`src/shared/uisc_pkg.sv`:
```
package uisc_pkg;
    // register port of the channel as seen from the host-side decoder
    localparam int ADDR_W = 4;
    localparam int DATA_W = 8;
    localparam logic [ADDR_W-1:0] INTERRUPT_STATUS_CLEAR_OFFSET = 4'hf;
    localparam logic [DATA_W-1:0] INTERRUPT_STATUS_CLEAR_RESET = 8'h00;
    localparam logic [DATA_W-1:0] LINE_CONTROL_KEY = 8'hbf;
    localparam int SPECIAL_ACCESS_BIT = 2;
    // status field positions
    localparam int BIT_HANDSHAKE_CHANGE = 7;
    localparam int BIT_FLOW_OFF_SPECIAL = 6;
    localparam int BIT_MODEM = 5;
    localparam int BIT_TRANSMIT_HOLDING = 4;
    localparam int BIT_RX_TIMEOUT = 3;
    localparam int BIT_RECEIVE_HOLDING = 2;
    localparam int BIT_LINE_ERROR = 1;
    localparam int BIT_CLEAR_ALL_STATUS = 0;
    localparam int NUM_SOURCES = 7;

    typedef struct packed {
        logic handshake_change;
        logic flow_off_special;
        logic modem;
        logic transmit_holding;
        logic rx_timeout;
        logic receive_holding;
        logic line_error;
    } uisc_events_s;

    typedef struct packed {
        logic wr_en;
        logic rd_en;
        logic [ADDR_W-1:0] addr;
        logic [DATA_W-1:0] wdata;
    } uisc_req_s;
endpackage
```
`src/hw/uisc_status_clear.sv`:
```
`timescale 1ns/1ps
// Summary of operation
// status/clear register sits at channel offset 0x0f, resets to zero.
// reachable only while line control holds 0xbf and special bit 2 set.
// bit 7 shows an active cts/rts handshake change interrupt.
// bit 6 shows an active flow-off or special character interrupt.
// bit 5 shows an active modem-status interrupt.
// bit 4 shows an active transmit holding interrupt.
// bit 3 shows an active receiver timeout interrupt.
// bit 2 shows an active receive holding interrupt.
// bit 1 shows an active receive line error interrupt.
// writing one to bit 0 clears every status bit of the channel.
// the clear-all bit returns to zero itself; reads show zero there.
// special function bit 2 exposes the special register group.
// status bits set on source events and hold until clear-all.
module uisc_status_clear
    import uisc_pkg::*;
(
    // clock and reset
    input wire logic clk,
    input wire logic rst_n,
    // register access from host port decoder
    input wire uisc_req_s req,
    input wire logic [DATA_W-1:0] line_control_reg,
    input wire logic [DATA_W-1:0] special_function_reg,
    output logic [DATA_W-1:0] rdata,
    output logic hit,
    // interrupt source events, one-cycle pulses
    input wire uisc_events_s events,
    // status view for the channel interrupt logic
    output logic [DATA_W-1:0] interrupt_status_clear_reg
);
    logic [NUM_SOURCES-1:0] status_reg;
    logic [NUM_SOURCES-1:0] status_next;
    logic [DATA_W-1:0] rdata_reg;
    logic [DATA_W-1:0] rdata_next;
    logic special_open;
    logic sel;
    logic clear_all;

    function automatic logic [DATA_W-1:0] pack_view(
        input logic [NUM_SOURCES-1:0] s);
        // clear-all position always reads zero
        pack_view = {s, 1'b0};
    endfunction

    // access gate: key in line control plus special access enable
    assign special_open = (line_control_reg == LINE_CONTROL_KEY) &&
        special_function_reg[SPECIAL_ACCESS_BIT];
    assign sel = special_open &&
        (req.addr == INTERRUPT_STATUS_CLEAR_OFFSET);
    assign hit = sel && (req.wr_en || req.rd_en);
    assign clear_all = sel && req.wr_en &&
        req.wdata[BIT_CLEAR_ALL_STATUS];

    // clear first, so an event in the same cycle survives it
    always_comb begin
        status_next = status_reg;
        if (clear_all) begin
            status_next = '0;
        end
        // order of struct fields matches bits 7 down to 1
        status_next = status_next |
            events;
    end

    always_ff @(posedge clk) begin
        if (!rst_n) begin
            status_reg <=
                INTERRUPT_STATUS_CLEAR_RESET[DATA_W-1:BIT_LINE_ERROR];
        end else begin
            status_reg <= status_next;
        end
    end

    // a closed gate wipes the read latch, no stale status leaks out
    always_comb begin
        rdata_next = rdata_reg;
        if (sel && req.rd_en) begin
            rdata_next = pack_view(status_reg);
        end else if (!special_open) begin
            rdata_next = '0;
        end
    end

    always_ff @(posedge clk) begin
        if (!rst_n) begin
            rdata_reg <= '0;
        end else begin
            rdata_reg <= rdata_next;
        end
    end

    assign rdata = rdata_reg;
    assign interrupt_status_clear_reg = pack_view(status_reg);
endmodule

```
`config.mk`:
```
export PLATFORM = sky130hd
export DESIGN_NAME = uisc_status_clear
export DESIGN_NICKNAME = d
export VERILOG_FILES = /design/src/shared/uisc_pkg.sv /design/src/hw/uisc_status_clear.sv
export SDC_FILE = /design/constraint.sdc
export NUM_CORES = 1
export LEC_CHECK = 0
export BUFFER_PORTS_ARGS = -buffer_cell sky130_fd_sc_hd__buf_2
export CAP_MARGIN = 20
export CORE_UTILIZATION = 38
export CTS_CLUSTER_DIAMETER = 60
export DETAILED_ROUTE_END_ITERATION = 8
export GPL_TIMING_DRIVEN = 0
export MAX_ROUTING_LAYER = met4
export PLACE_DENSITY = 0.81
export SYNTH_ARGS = -nofsm -noshare
export SYNTH_HDL_FRONTEND = slang
export SYNTH_SLANG_ARGS = --single-unit
```
`constraint.sdc`:
```
create_clock -name clk -period 1.76 [get_ports clk]
set_input_delay 0.352 -clock clk [delete_from_list [all_inputs] [get_ports clk]]
set_output_delay 0.352 -clock clk [all_outputs]
set_load 0.05 [all_outputs]
```
==> results by group, run 1 <==
Die
  • Row count: 14
  • Die Span X: 42.4 µm
  • Overall die height: between 40 and 50 µm
  • CORE AREA: around 1500 µm²
  • Die area: ~1800 µm²
  • IO Pins: 56
  • Effective utilization at floorplan: 0.411

Synth
  • Mean instance size in the synthesized netlist: ~8.4 µm²
  • Synth cell types: 19
  • Cell taking the most area after synthesis: dfxtp_1
  • Yosys top cell area share: 0.453
  • Mapped Cells: between 70 and 80
  • Seq/Total Area, Yosys: 0.453
  • Ys Warns: 0
  • Synth Register Bits: 14
  • Post-Syn Area: between 600 and 700 µm²
  • Top post-synthesis cells by area: dfxtp_1 45%, o21ai_2 9.9%, nand2_1 8.5%

Setup path
  • Crit path DAT: approximately 1.2 ns
  • Worst-path maximum fanout: 9
  • Levels on crit path: 6
  • Crit. Startpoint: req[10]
  • Reg2Reg Setup Slack: 1.09 ns
  • Critical path's largest stage delay: between 0.2 and 0.3 ns
  • Reg2Reg Depth: 2
  • Reg2reg start: status_reg[5]
  • CP Capture Type: primary output
  • Worst flop-to-flop path endpoint: rdata[6]
  • Critical-path cell list: buf_2 > and4_1 > buf_6 > o21ai_0 > nor2_1 > buf_2
  • Crit path kind: input port to primary output
  • Worst setup SP type: input port
  • Worst EP required: roughly 1.4 ns
  • Bufs and invs on worst path: 3
  • Delay-heaviest family, CP: buffers and inverters
  • Critical path's most frequent cell: buf_2
  • Slowest cell on crit path: buf_2

Final layout
  • Share of layout cells above drive strength 1: 0.462
  • Most frequent cells in the layout: 39 x buf_2, 14 x nand2_1, 14 x dfxtp_1
  • Footprint of the multi-input gates: 304 µm²
  • # nets final: between 150 and 200
  • Post-layout util: 0.577
  • Commonest non-fill, non-tap cell in the layout: buf_2
  • P&R area growth vs syn: 40.4%
  • Register area: roughly 280 µm²
  • Antenna diodes: 0
  • Fillers: 142

Job
  • Max cap viols: 0

Worst hold path
  • Worst hold stages: 3
  • Hold Startpoint: events[4]
  • HP Class: input port to flop
  • Min-Delay Endpoint: status_reg[4]

Placed design
  • Detail Placement HPWL: around 1.2 mm
  • Global placement routability congestion: 0.685
  • PortBufs: 38

Pwr
  • Standby leakage power: around 0.00042 µW
  • Power Density: 827 nW/µm²
  • Maximum vdd drop: 0.612 mV

Routing
  • ANT nets after route: 0
  • DRC: 0
  • Vias per cell: 5.10
  • Final WL: 1.54 mm
  • Post-detailed-route wirelength per cell: 11.6 µm
  • Initial drt markers: 16
  • Drt first pass iters: 4
  • Vias: about 680

Clock network
  • Clock Tree Buf Depth: 2
  • CTS tree: yes
  • Post-CTS sizing: 0
  • Clock transition at the registers of the reported paths: 0.08 ns
  • Clock Latency Late Sink: between 0.2 and 0.3 ns
  • CTS Buf Count: 3
  • CTS HTree Levels: 1
  • Clock Sinks: 14
  • CTS hold repair buffers: 0
  • Clk Tree Root Cell: clkbuf_4
  • Post-CTS Setup Bufs: 0

STA
  • Final setup fails: 0
  • Setup Skew: roughly 0.0045 ns
  • Final Hold Violating Endpoints: 0
  • Fin. max-slew vios: 0
  • Setup TNS: 0 ns
  • Final worst path period share: 0.903
  • Final min period: 1.59 ns
  • RSZ-0062 raised after global routing: no
  • F_max: approximately 630 MHz

Global route
  • Gr usage total: 0.182
  • Largest net degree at the start of global routing: 11
  • First-pass GRT wire length: about 2.4 mm
  • Vias in the first global route: approximately 570
  • GRT overflow: 0
  • Initial antenna violation count: 0

Status
  • Outcome: completed
[cells in the mapped netlist]
| cell | number |
|---|---|
| a21oi_1 | 7 |
| clkbuf_1 | 1 |
| and4b_1 | 1 |
| and4_1 | 2 |
| nand3_1 | 8 |
| and3_1 | 1 |
| buf_6 | 1 |
| and4_4 | 1 |
| conb_1 | 1 |
| nand2_1 | 14 |
| o21ai_0 | 8 |
| o21ai_2 | 7 |
| nor2_1 | 1 |
| nand4_1 | 2 |
| and2_1 | 1 |
| inv_1 | 1 |
| buf_4 | 2 |
| buf_2 | 1 |
| dfxtp_1 | 14 |
[metal layers]
layer,wire (µm),GRT usage
met3,111,0.0302
met2,743,0.283
met5,0,-
met4,37,0.113
met1,646,0.218
[through the flow]
step	power, µW	hold WS [ns]	instances	area, µm²	setup slack [ns]
floorplan	447	0.465	75	623	0.0231
global placement	493	0.463	129	833	0.207
detailed placement	498	0.470	129	833	0.190
CTS	722	0.260	133	870	0.172
global route	750	0.269	133	870	0.112
finish	720	0.260	133	870	0.171
[cells by family after synthesis]
| family | after synthesis | synth area share |
|---|---|---|
| AND/OR/NAND/NOR | 31 | 0.259 |
| AO/OA/AOI/OAI | 22 | 0.220 |
| flip-flops | 14 | 0.453 |
| buffers and inverters | 6 | 0.0626 |
| other | 1 | 0.00605 |
[layout make-up]
cell class                      count  area share
Timing Repair Buffer               38       0.219
Multi-Input combinational cell     55       0.350
Tap cell                           16      0.0230
Clock buffer                        4      0.0417
Buffer                              5      0.0403
Sequential cell                    14       0.322
Inverter                            1     0.00432
[worst max path at each step]
| stage | to | slack [ns] |
|---|---|---|
| final | hit | 0.17 |
| after global routing | hit | 0.11 |
| after CTS | hit | 0.17 |
| after detailed placement | hit | 0.19 |
| after global placement | hit | 0.21 |
| after floorplan | hit | 0.02 |
[worst reg2reg max path, cell delays in order (launching register included)]
cell	delay, ns
dfxtp_1	0.36
nand3_1	0.08
a21oi_1	0.14
[power breakdown]
| part | internal, µW | total, µW | switching (µW) |
|---|---|---|---|
| clock | 126 | 229 | 103 |
| sequential | 332 | 343 | 11.8 |
| combinational | 46.8 | 147 | 100 |
| total | 504 | 720 | 215 |
Note: power is estimated with default switching activity, not from simulation.
==> run 2: changes to the inputs <==
- ABC_AREA: default -> 1
- clock period: 1.76 -> 1.9 ns (I/O delays scaled with it)
==> run 2 against run 1 <==
Global-route usage increased by 0.13 points. Count of clock-buffer cells in the layout unchanged. Clock power decreased by 6%. Hold slack better by 0.071 ns. Clock skew fell by 0.0011 ns. Wire length fell by 7.8%. Die area is 1.5% lower. Largest cell class is now sequential cells. Sequential power down 9.0%. Cell area is 1.4% higher. Critical path depth is 2 higher. Largest power group unchanged. Synthesized cell count is 6.8% higher. Register-to-register slack gained 0.10 ns.
==> results by group, run 2 <==
Status
  • Outcome: completed (unchanged)

Die
  • Effective utilization at floorplan: 0.404 (was 0.411)
  • Overall die height: 42.0 µm (was 42.4 µm)
  • CORE AREA: 1510 µm² (unchanged)
  • Die area: 1770 µm² (was 1800 µm²)
  • Row count: 14 (unchanged)
  • IO Pins: 56 (unchanged)
  • Die Span X: 42.0 µm (was 42.4 µm)

Synth
  • Mean instance size in the synthesized netlist: 7.71 µm² (was 8.37 µm²)
  • Ys Warns: 0 (unchanged)
  • Post-Syn Area: 609 µm² (was 619 µm²)
  • Mapped Cells: 79 (was 74)
  • Top post-synthesis cells by area: dfxtp_1 46%, a21oi_1 11%, nand3_1 8.2% (was dfxtp_1 45%, o21ai_2 9.9%, nand2_1 8.5%)
  • Most common library cells after synthesis: 14 x a21oi_1, 14 x dfxtp_1, 12 x nand2_1 (was 14 x dfxtp_1, 14 x nand2_1, 8 x nand3_1, 8 x o21ai_0)
  • Synth cell types: 14 (was 19)
  • Main synth FF type: dfxtp_1 (unchanged)
  • Number of flops mapped to enable cells by yosys: 0 (unchanged)
  • Synth Register Bits: 14 (unchanged)
  • Cell taking the most area after synthesis: dfxtp_1 (unchanged)
  • Seq/Total Area, Yosys: 0.460 (was 0.453)
  • Yosys top cell area share: 0.460 (was 0.453)
  • Async set-reset flop share out of synthesis: 0 (unchanged)

Setup path
  • Worst-path maximum fanout: 10 (was 9)
  • Worst EP required: 1.52 ns (was 1.41 ns)
  • Crit path DAT: 1.41 ns (was 1.24 ns)
  • Worst setup SP type: input port (unchanged)
  • Crit path kind: input port to primary output (unchanged)
  • CP Capture Type: primary output (unchanged)

Routing
  • Initial drt markers: 9 (was 16)
  • ANT nets after route: 0 (unchanged)
  • Post-detailed-route wirelength per cell: 10.2 µm (was 11.6 µm)
  • DRC: 0 (unchanged)
  • Drt first pass iters: 4 (unchanged)
  • Vias: 672 (was 678)
  • Final WL: 1.42 mm (was 1.54 mm)
  • Vias per cell: 4.83 (was 5.10)

STA
  • Setup Skew: 0.00341 ns (was 0.00454 ns)
  • Final Hold Violating Endpoints: 0 (unchanged)
  • RSZ-0062 raised after global routing: no (unchanged)
  • Setup ws final: 0.108 ns (was 0.171 ns)
  • Fin. max-slew vios: 0 (unchanged)
  • Hold WS: 0.331 ns (was 0.260 ns)
  • F_max: roughly 560 MHz
  • Final setup fails: 0 (unchanged)
  • Final min period: 1.79 ns
  • Final worst path period share: 0.943

Placed design
  • Global placement routability congestion: 0.750 (was 0.685)
  • Detail Placement HPWL: 1.09 mm (was 1.22 mm)
  • Dpl ws: -0.0223 ns (was 0.190 ns)
  • Placed Area: 823 µm² (was 833 µm²)
  • PortBufs: 38 (unchanged)

Clock network
  • Clock Latency Late Sink: 0.28 ns (about the same)
  • Clock Sinks: 14 (unchanged)
  • Clk Tree Root Cell: clkbuf_4 (unchanged)
  • CTS Buf Count: 3 (unchanged)
  • Clock Tree Buf Depth: 2 (unchanged)
  • Clock transition at the registers of the reported paths: 0.09 ns (was 0.08 ns)
  • CTS tree: yes (unchanged)
  • CTS HTree Levels: 1 (unchanged)

Pwr
  • Maximum vdd drop: 0.387 mV (was 0.612 mV)
  • Standby leakage power: 0.000465 µW (was 0.000417 µW)
  • Power Density: 724 nW/µm² (was 827 nW/µm²)
  • Tot Pwr: 639 µW (was 720 µW)

Final layout
  • Most frequent cells in the layout: 38 x buf_2, 14 x a21oi_1, 14 x dfxtp_1 (was 39 x buf_2, 14 x nand2_1, 14 x dfxtp_1)
  • Fillers: 152 (was 142)
  • Share of layout cells above drive strength 1: 0.423 (was 0.462)
  • Antenna diodes: 0 (unchanged)
  • Commonest non-fill, non-tap cell in the layout: buf_2 (unchanged)
  • Post-route cell area: 882 µm² (was 870 µm²)
  • # nets final: 163 (was 157)
  • P&R area growth vs syn: 44.8% (was 40.4%)

Global route
  • Met2 Use GR: 0.294 (was 0.283)
  • Initial antenna violation count: 0 (unchanged)
  • Top Usage Layer GRT: met2 (unchanged)
  • Largest net degree at the start of global routing: 11 (unchanged)
  • Vias in the first global route: 591 (was 567)
  • Met1 Use GR: 0.209 (was 0.218)
  • Met3 usage: 0.0388 (was 0.0302)
  • GRT overflow: 0 (unchanged)
  • Gr usage total: 0.183 (was 0.182)
  • First-pass GRT wire length: 2.39 mm (was 2.36 mm)

Worst hold path
  • HP Class: input port to flop (unchanged)

Job
  • Max cap viols: 0 (unchanged)
run 2: changes by cell type in the layout (fill, tap and decap cells not counted), sizes merged, moves of 2 or more:
cell   delta
nor2      +2
nand2     -2
inv      +10
o21ai    -15
a21oi     +7
nand4     +6
and4      -3
nand3     +3
run 2: stage by stage:
step	setup TNS, ns	utilization	instances
after floorplan	0	-	80
after global routing	0	0.586	139
after detailed placement	-0.0223	0.547	134
after global placement	-0.0130	0.547	134
after CTS	0	0.574	138
final	0	0.586	139
run 2: critical path, stage by stage:
cell	delay, ns
buf_2	0.10
nor2_2	0.11
nand3_2	0.09
nor2_4	0.22
buf_6	0.17
nand3_1	0.07
nand2_1	0.08
buf_4	0.19
run 2: final cells by class:
class / count / area [µm²] / area share
Inverter: 11 / 41.3 / 0.0468
Multi-Input combinational cell: 50 / 269 / 0.305
Buffer: 5 / 35.0 / 0.0397
Clock buffer: 4 / 36.3 / 0.0411
Sequential cell: 14 / 280 / 0.318
Timing Repair Buffer: 39 / 200 / 0.227
Tap cell: 16 / 20.0 / 0.0227
run 2: kinds of logic after synthesis:
logic type             share of synthesized area
AOI/OAI and AO/OA                          0.115
buffers and inverters                      0.125
DFF                                        0.460
other                                    0.00615
and+or+nand+nor                            0.294
run 2: final timing paths:
path                        end  slack (ns)                start  cells after the start
setup / recovery            hit        0.11  line_control_reg[6]                      8
hold / removal    status_reg[5]        0.33            events[5]                      3
setup reg to reg       rdata[6]        1.19        status_reg[5]                      2
hold reg to reg        rdata[3]        0.48             rdata[3]                      2
run 2: layer usage:
layer | wire, µm | share of wire
met1 | 610 | 0.43
met2 | 684 | 0.48
met3 | 91 | 0.064
met4 | 31 | 0.022
met5 | 0 | 0
run 2: power breakdown:
part / leakage (µW) / switching, µW / internal [µW]
Clock: 0.0000210 / 98.0 / 117
Combinational: 0.000328 / 75.5 / 36.3
Sequential: 0.000115 / 8.57 / 304
Total: 0.000465 / 182 / 457
run 2: repair_timing:
item                       in CTS  in global routing
hold buffers                    0                  0
buffers inserted                0                  1
cloned                          0                  0
gates resized for setup         1                  3
setup endpoints to repair       1                  1
pin swaps                       0                  1
==> run 3: changes to the inputs <==
- RECOVER_POWER: default -> 100
==> run 3 against run 2 <==
Cell area is 2.0% lower. Global-route usage stayed put. Die area stayed put. Clock power hardly changed. Count of clock-buffer cells in the layout stayed put. First-iteration DRC count is 11% higher. Hold slack better by 0.00074 ns. Total power is 0.66% lower. Critical path type unchanged. Critical endpoint unchanged. Highest routed layer unchanged.
==> results by group, run 3 (synthesis results as in run 2) <==
Status
  • Outcome: completed (unchanged)

STA
  • F_max: 559 MHz (was 558 MHz)
  • Final worst path period share: 0.942 (was 0.943)
  • Final min period: 1.79 ns (about the same)
  • Slew headroom: 0.604
  • Hold WS: 0.331 ns (about the same)
  • Worst Tran Pin Value: approximately 0.60 ns
  • Fin. max-slew vios: 0 (unchanged)
  • Setup ws final: 0.110 ns (was 0.108 ns)
  • RSZ-0062 raised after global routing: no (unchanged)
  • Final Hold Violating Endpoints: 0 (unchanged)
  • Final setup fails: 0 (unchanged)
  • Setup Skew: 0.00483 ns (was 0.00341 ns)

Placed design
  • Detail Placement HPWL: 1.09 mm (unchanged)
  • Placed Cells: 134 (unchanged)
  • Dpl ws: -0.0223 ns (unchanged)
  • Global placement routability congestion: 0.750 (unchanged)
  • PortBufs: 38 (unchanged)

Routing
  • Post-detailed-route wirelength per cell: 10.2 µm (about the same)
  • Vias: 668 (was 672)
  • Vias per cell: 4.81 (was 4.83)
  • DRC: 0 (unchanged)
  • Final WL: 1.42 mm (about the same)
  • Initial drt markers: 10 (was 9)
  • Drt first pass iters: 4 (unchanged)
  • ANT nets after route: 0 (unchanged)

Die
  • IO Pins: 56 (unchanged)
  • Die area: 1770 µm² (unchanged)
  • Row count: 14 (unchanged)
  • Effective utilization at floorplan: 0.404 (unchanged)
  • Die Span X: 42.0 µm (unchanged)
  • Overall die height: 42.0 µm (unchanged)
  • CORE AREA: 1510 µm² (unchanged)

Global route
  • Initial antenna violation count: 0 (unchanged)
  • Gr usage total: 0.183 (unchanged)
  • Largest net degree at the start of global routing: 11 (unchanged)
  • Vias in the first global route: 591 (unchanged)
  • First-pass GRT wire length: 2.39 mm (unchanged)
  • GRT overflow: 0 (unchanged)

Setup path
  • Crit. Startpoint: line_control_reg[6] (unchanged)
  • Worst setup SP type: input port (unchanged)
  • Reg2Reg Setup Slack: 1.19 ns (about the same)
  • Worst-path maximum fanout: 10 (unchanged)
  • Crit path kind: input port to primary output (unchanged)
  • Crit path DAT: 1.41 ns (about the same)
  • Reg2reg start: status_reg[5] (unchanged)
  • Worst EP required: 1.52 ns (about the same)
  • Reg2Reg Depth: 2 (unchanged)
  • Worst flop-to-flop path endpoint: rdata[6] (unchanged)
  • Worst setup path endpoint: hit (unchanged)
  • CP Capture Type: primary output (unchanged)

Final layout
  • Fillers: 154 (was 152)
  • Share of layout cells above drive strength 1: 0.309 (was 0.423)
  • Most frequent cells in the layout: 24 x buf_2, 15 x clkbuf_1, 14 x a21oi_1, 14 x dfxtp_1, 12 x nand2_1 (was 38 x buf_2, 14 x a21oi_1, 14 x dfxtp_1)
  • P&R area growth vs syn: 41.9% (was 44.8%)
  • Antenna diodes: 0 (unchanged)
  • Commonest non-fill, non-tap cell in the layout: buf_2 (unchanged)
  • Final std cells w/o fill: 139 (unchanged)
  • # nets final: 163 (unchanged)

Clock network
  • CTS Buf Count: 3 (unchanged)
  • Clock Sinks: 14 (unchanged)
  • Clk Tree Root Cell: clkbuf_4 (unchanged)
  • Clock Latency Late Sink: 0.28 ns (about the same)
  • Clock Tree Buf Depth: 2 (unchanged)
  • CTS hold repair buffers: 0 (unchanged)
  • CTS tree: yes (unchanged)
  • CTS HTree Levels: 1 (unchanged)
  • Clock transition at the registers of the reported paths: 0.09 ns (about the same)

Pwr
  • Power Density: 734 nW/µm² (was 724 nW/µm²)
  • Tot Pwr: 635 µW (was 639 µW)
  • Maximum vdd drop: 0.380 mV (was 0.387 mV)
  • Standby leakage power: 0.000410 µW (was 0.000465 µW)

Job
  • Max cap viols: 0 (unchanged)

Worst hold path
  • HP Class: input port to flop (unchanged)
  • Hold Startpoint: events[5] (unchanged)
## run 3: final cells by class
class | instances | area, µm² | area share
inverter | 11 | 41.3 | 0.0478
multi-input combinational | 50 | 269 | 0.311
buffer | 5 | 35.0 | 0.0405
clock buffer | 4 | 36.3 | 0.0420
tap | 16 | 20.0 | 0.0232
timing repair buffer | 39 | 183 | 0.211
sequential | 14 | 280 | 0.324
## run 3: power by group
group / internal, µW / switching [µW]
registers: 304 / 8.84
clock network: 117 / 96.6
logic: 33.3 / 75.4
total: 454 / 181
## run 3: worst min-delay path by stage
stage	end	slack, ns	cells past startpoint
3_3_place_gp	status_reg[0]	0.46	2
4_1_cts	status_reg[2]	0.32	3
3_5_place_dp	status_reg[0]	0.47	2
5_1_grt	status_reg[3]	0.33	3
6_report	status_reg[5]	0.33	3
2_1_floorplan	status_reg[0]	0.51	2
## run 3: timing repair
| item | CTS | global route |
|---|---|---|
| gates resized for setup | 1 | 3 |
| pin swaps | 0 | 1 |
| endpoints found under the setup margin | 1 | 1 |
| buffers inserted | 0 | 1 |
| cloned | 0 | 0 |
## run 3: routing by layer
metal,track usage,part of all wire,up-vias
met1,0.209,0.43,294
met4,0.113,0.022,0
li1,-,-,347
met5,-,0,-
met2,0.294,0.48,23
met3,0.0388,0.061,4
## run 3: critical path, cell delays in order
cell	delay (ns)
buf_2	0.10
nor2_2	0.11
nand3_2	0.09
nor2_4	0.21
buf_6	0.17
nand3_1	0.07
nand2_1	0.08
buf_4	0.20
## run 3: per-stage QoR
| step | setup TNS [ns] | cell area, µm² | utilization |
|---|---|---|---|
| floorplan | 0 | 613 | - |
| global placement | -0.0130 | 823 | 0.547 |
| detailed placement | -0.0223 | 823 | 0.547 |
| CTS | 0 | 865 | 0.574 |
| global route | 0 | 865 | 0.574 |
| finish | 0 | 865 | 0.574 |
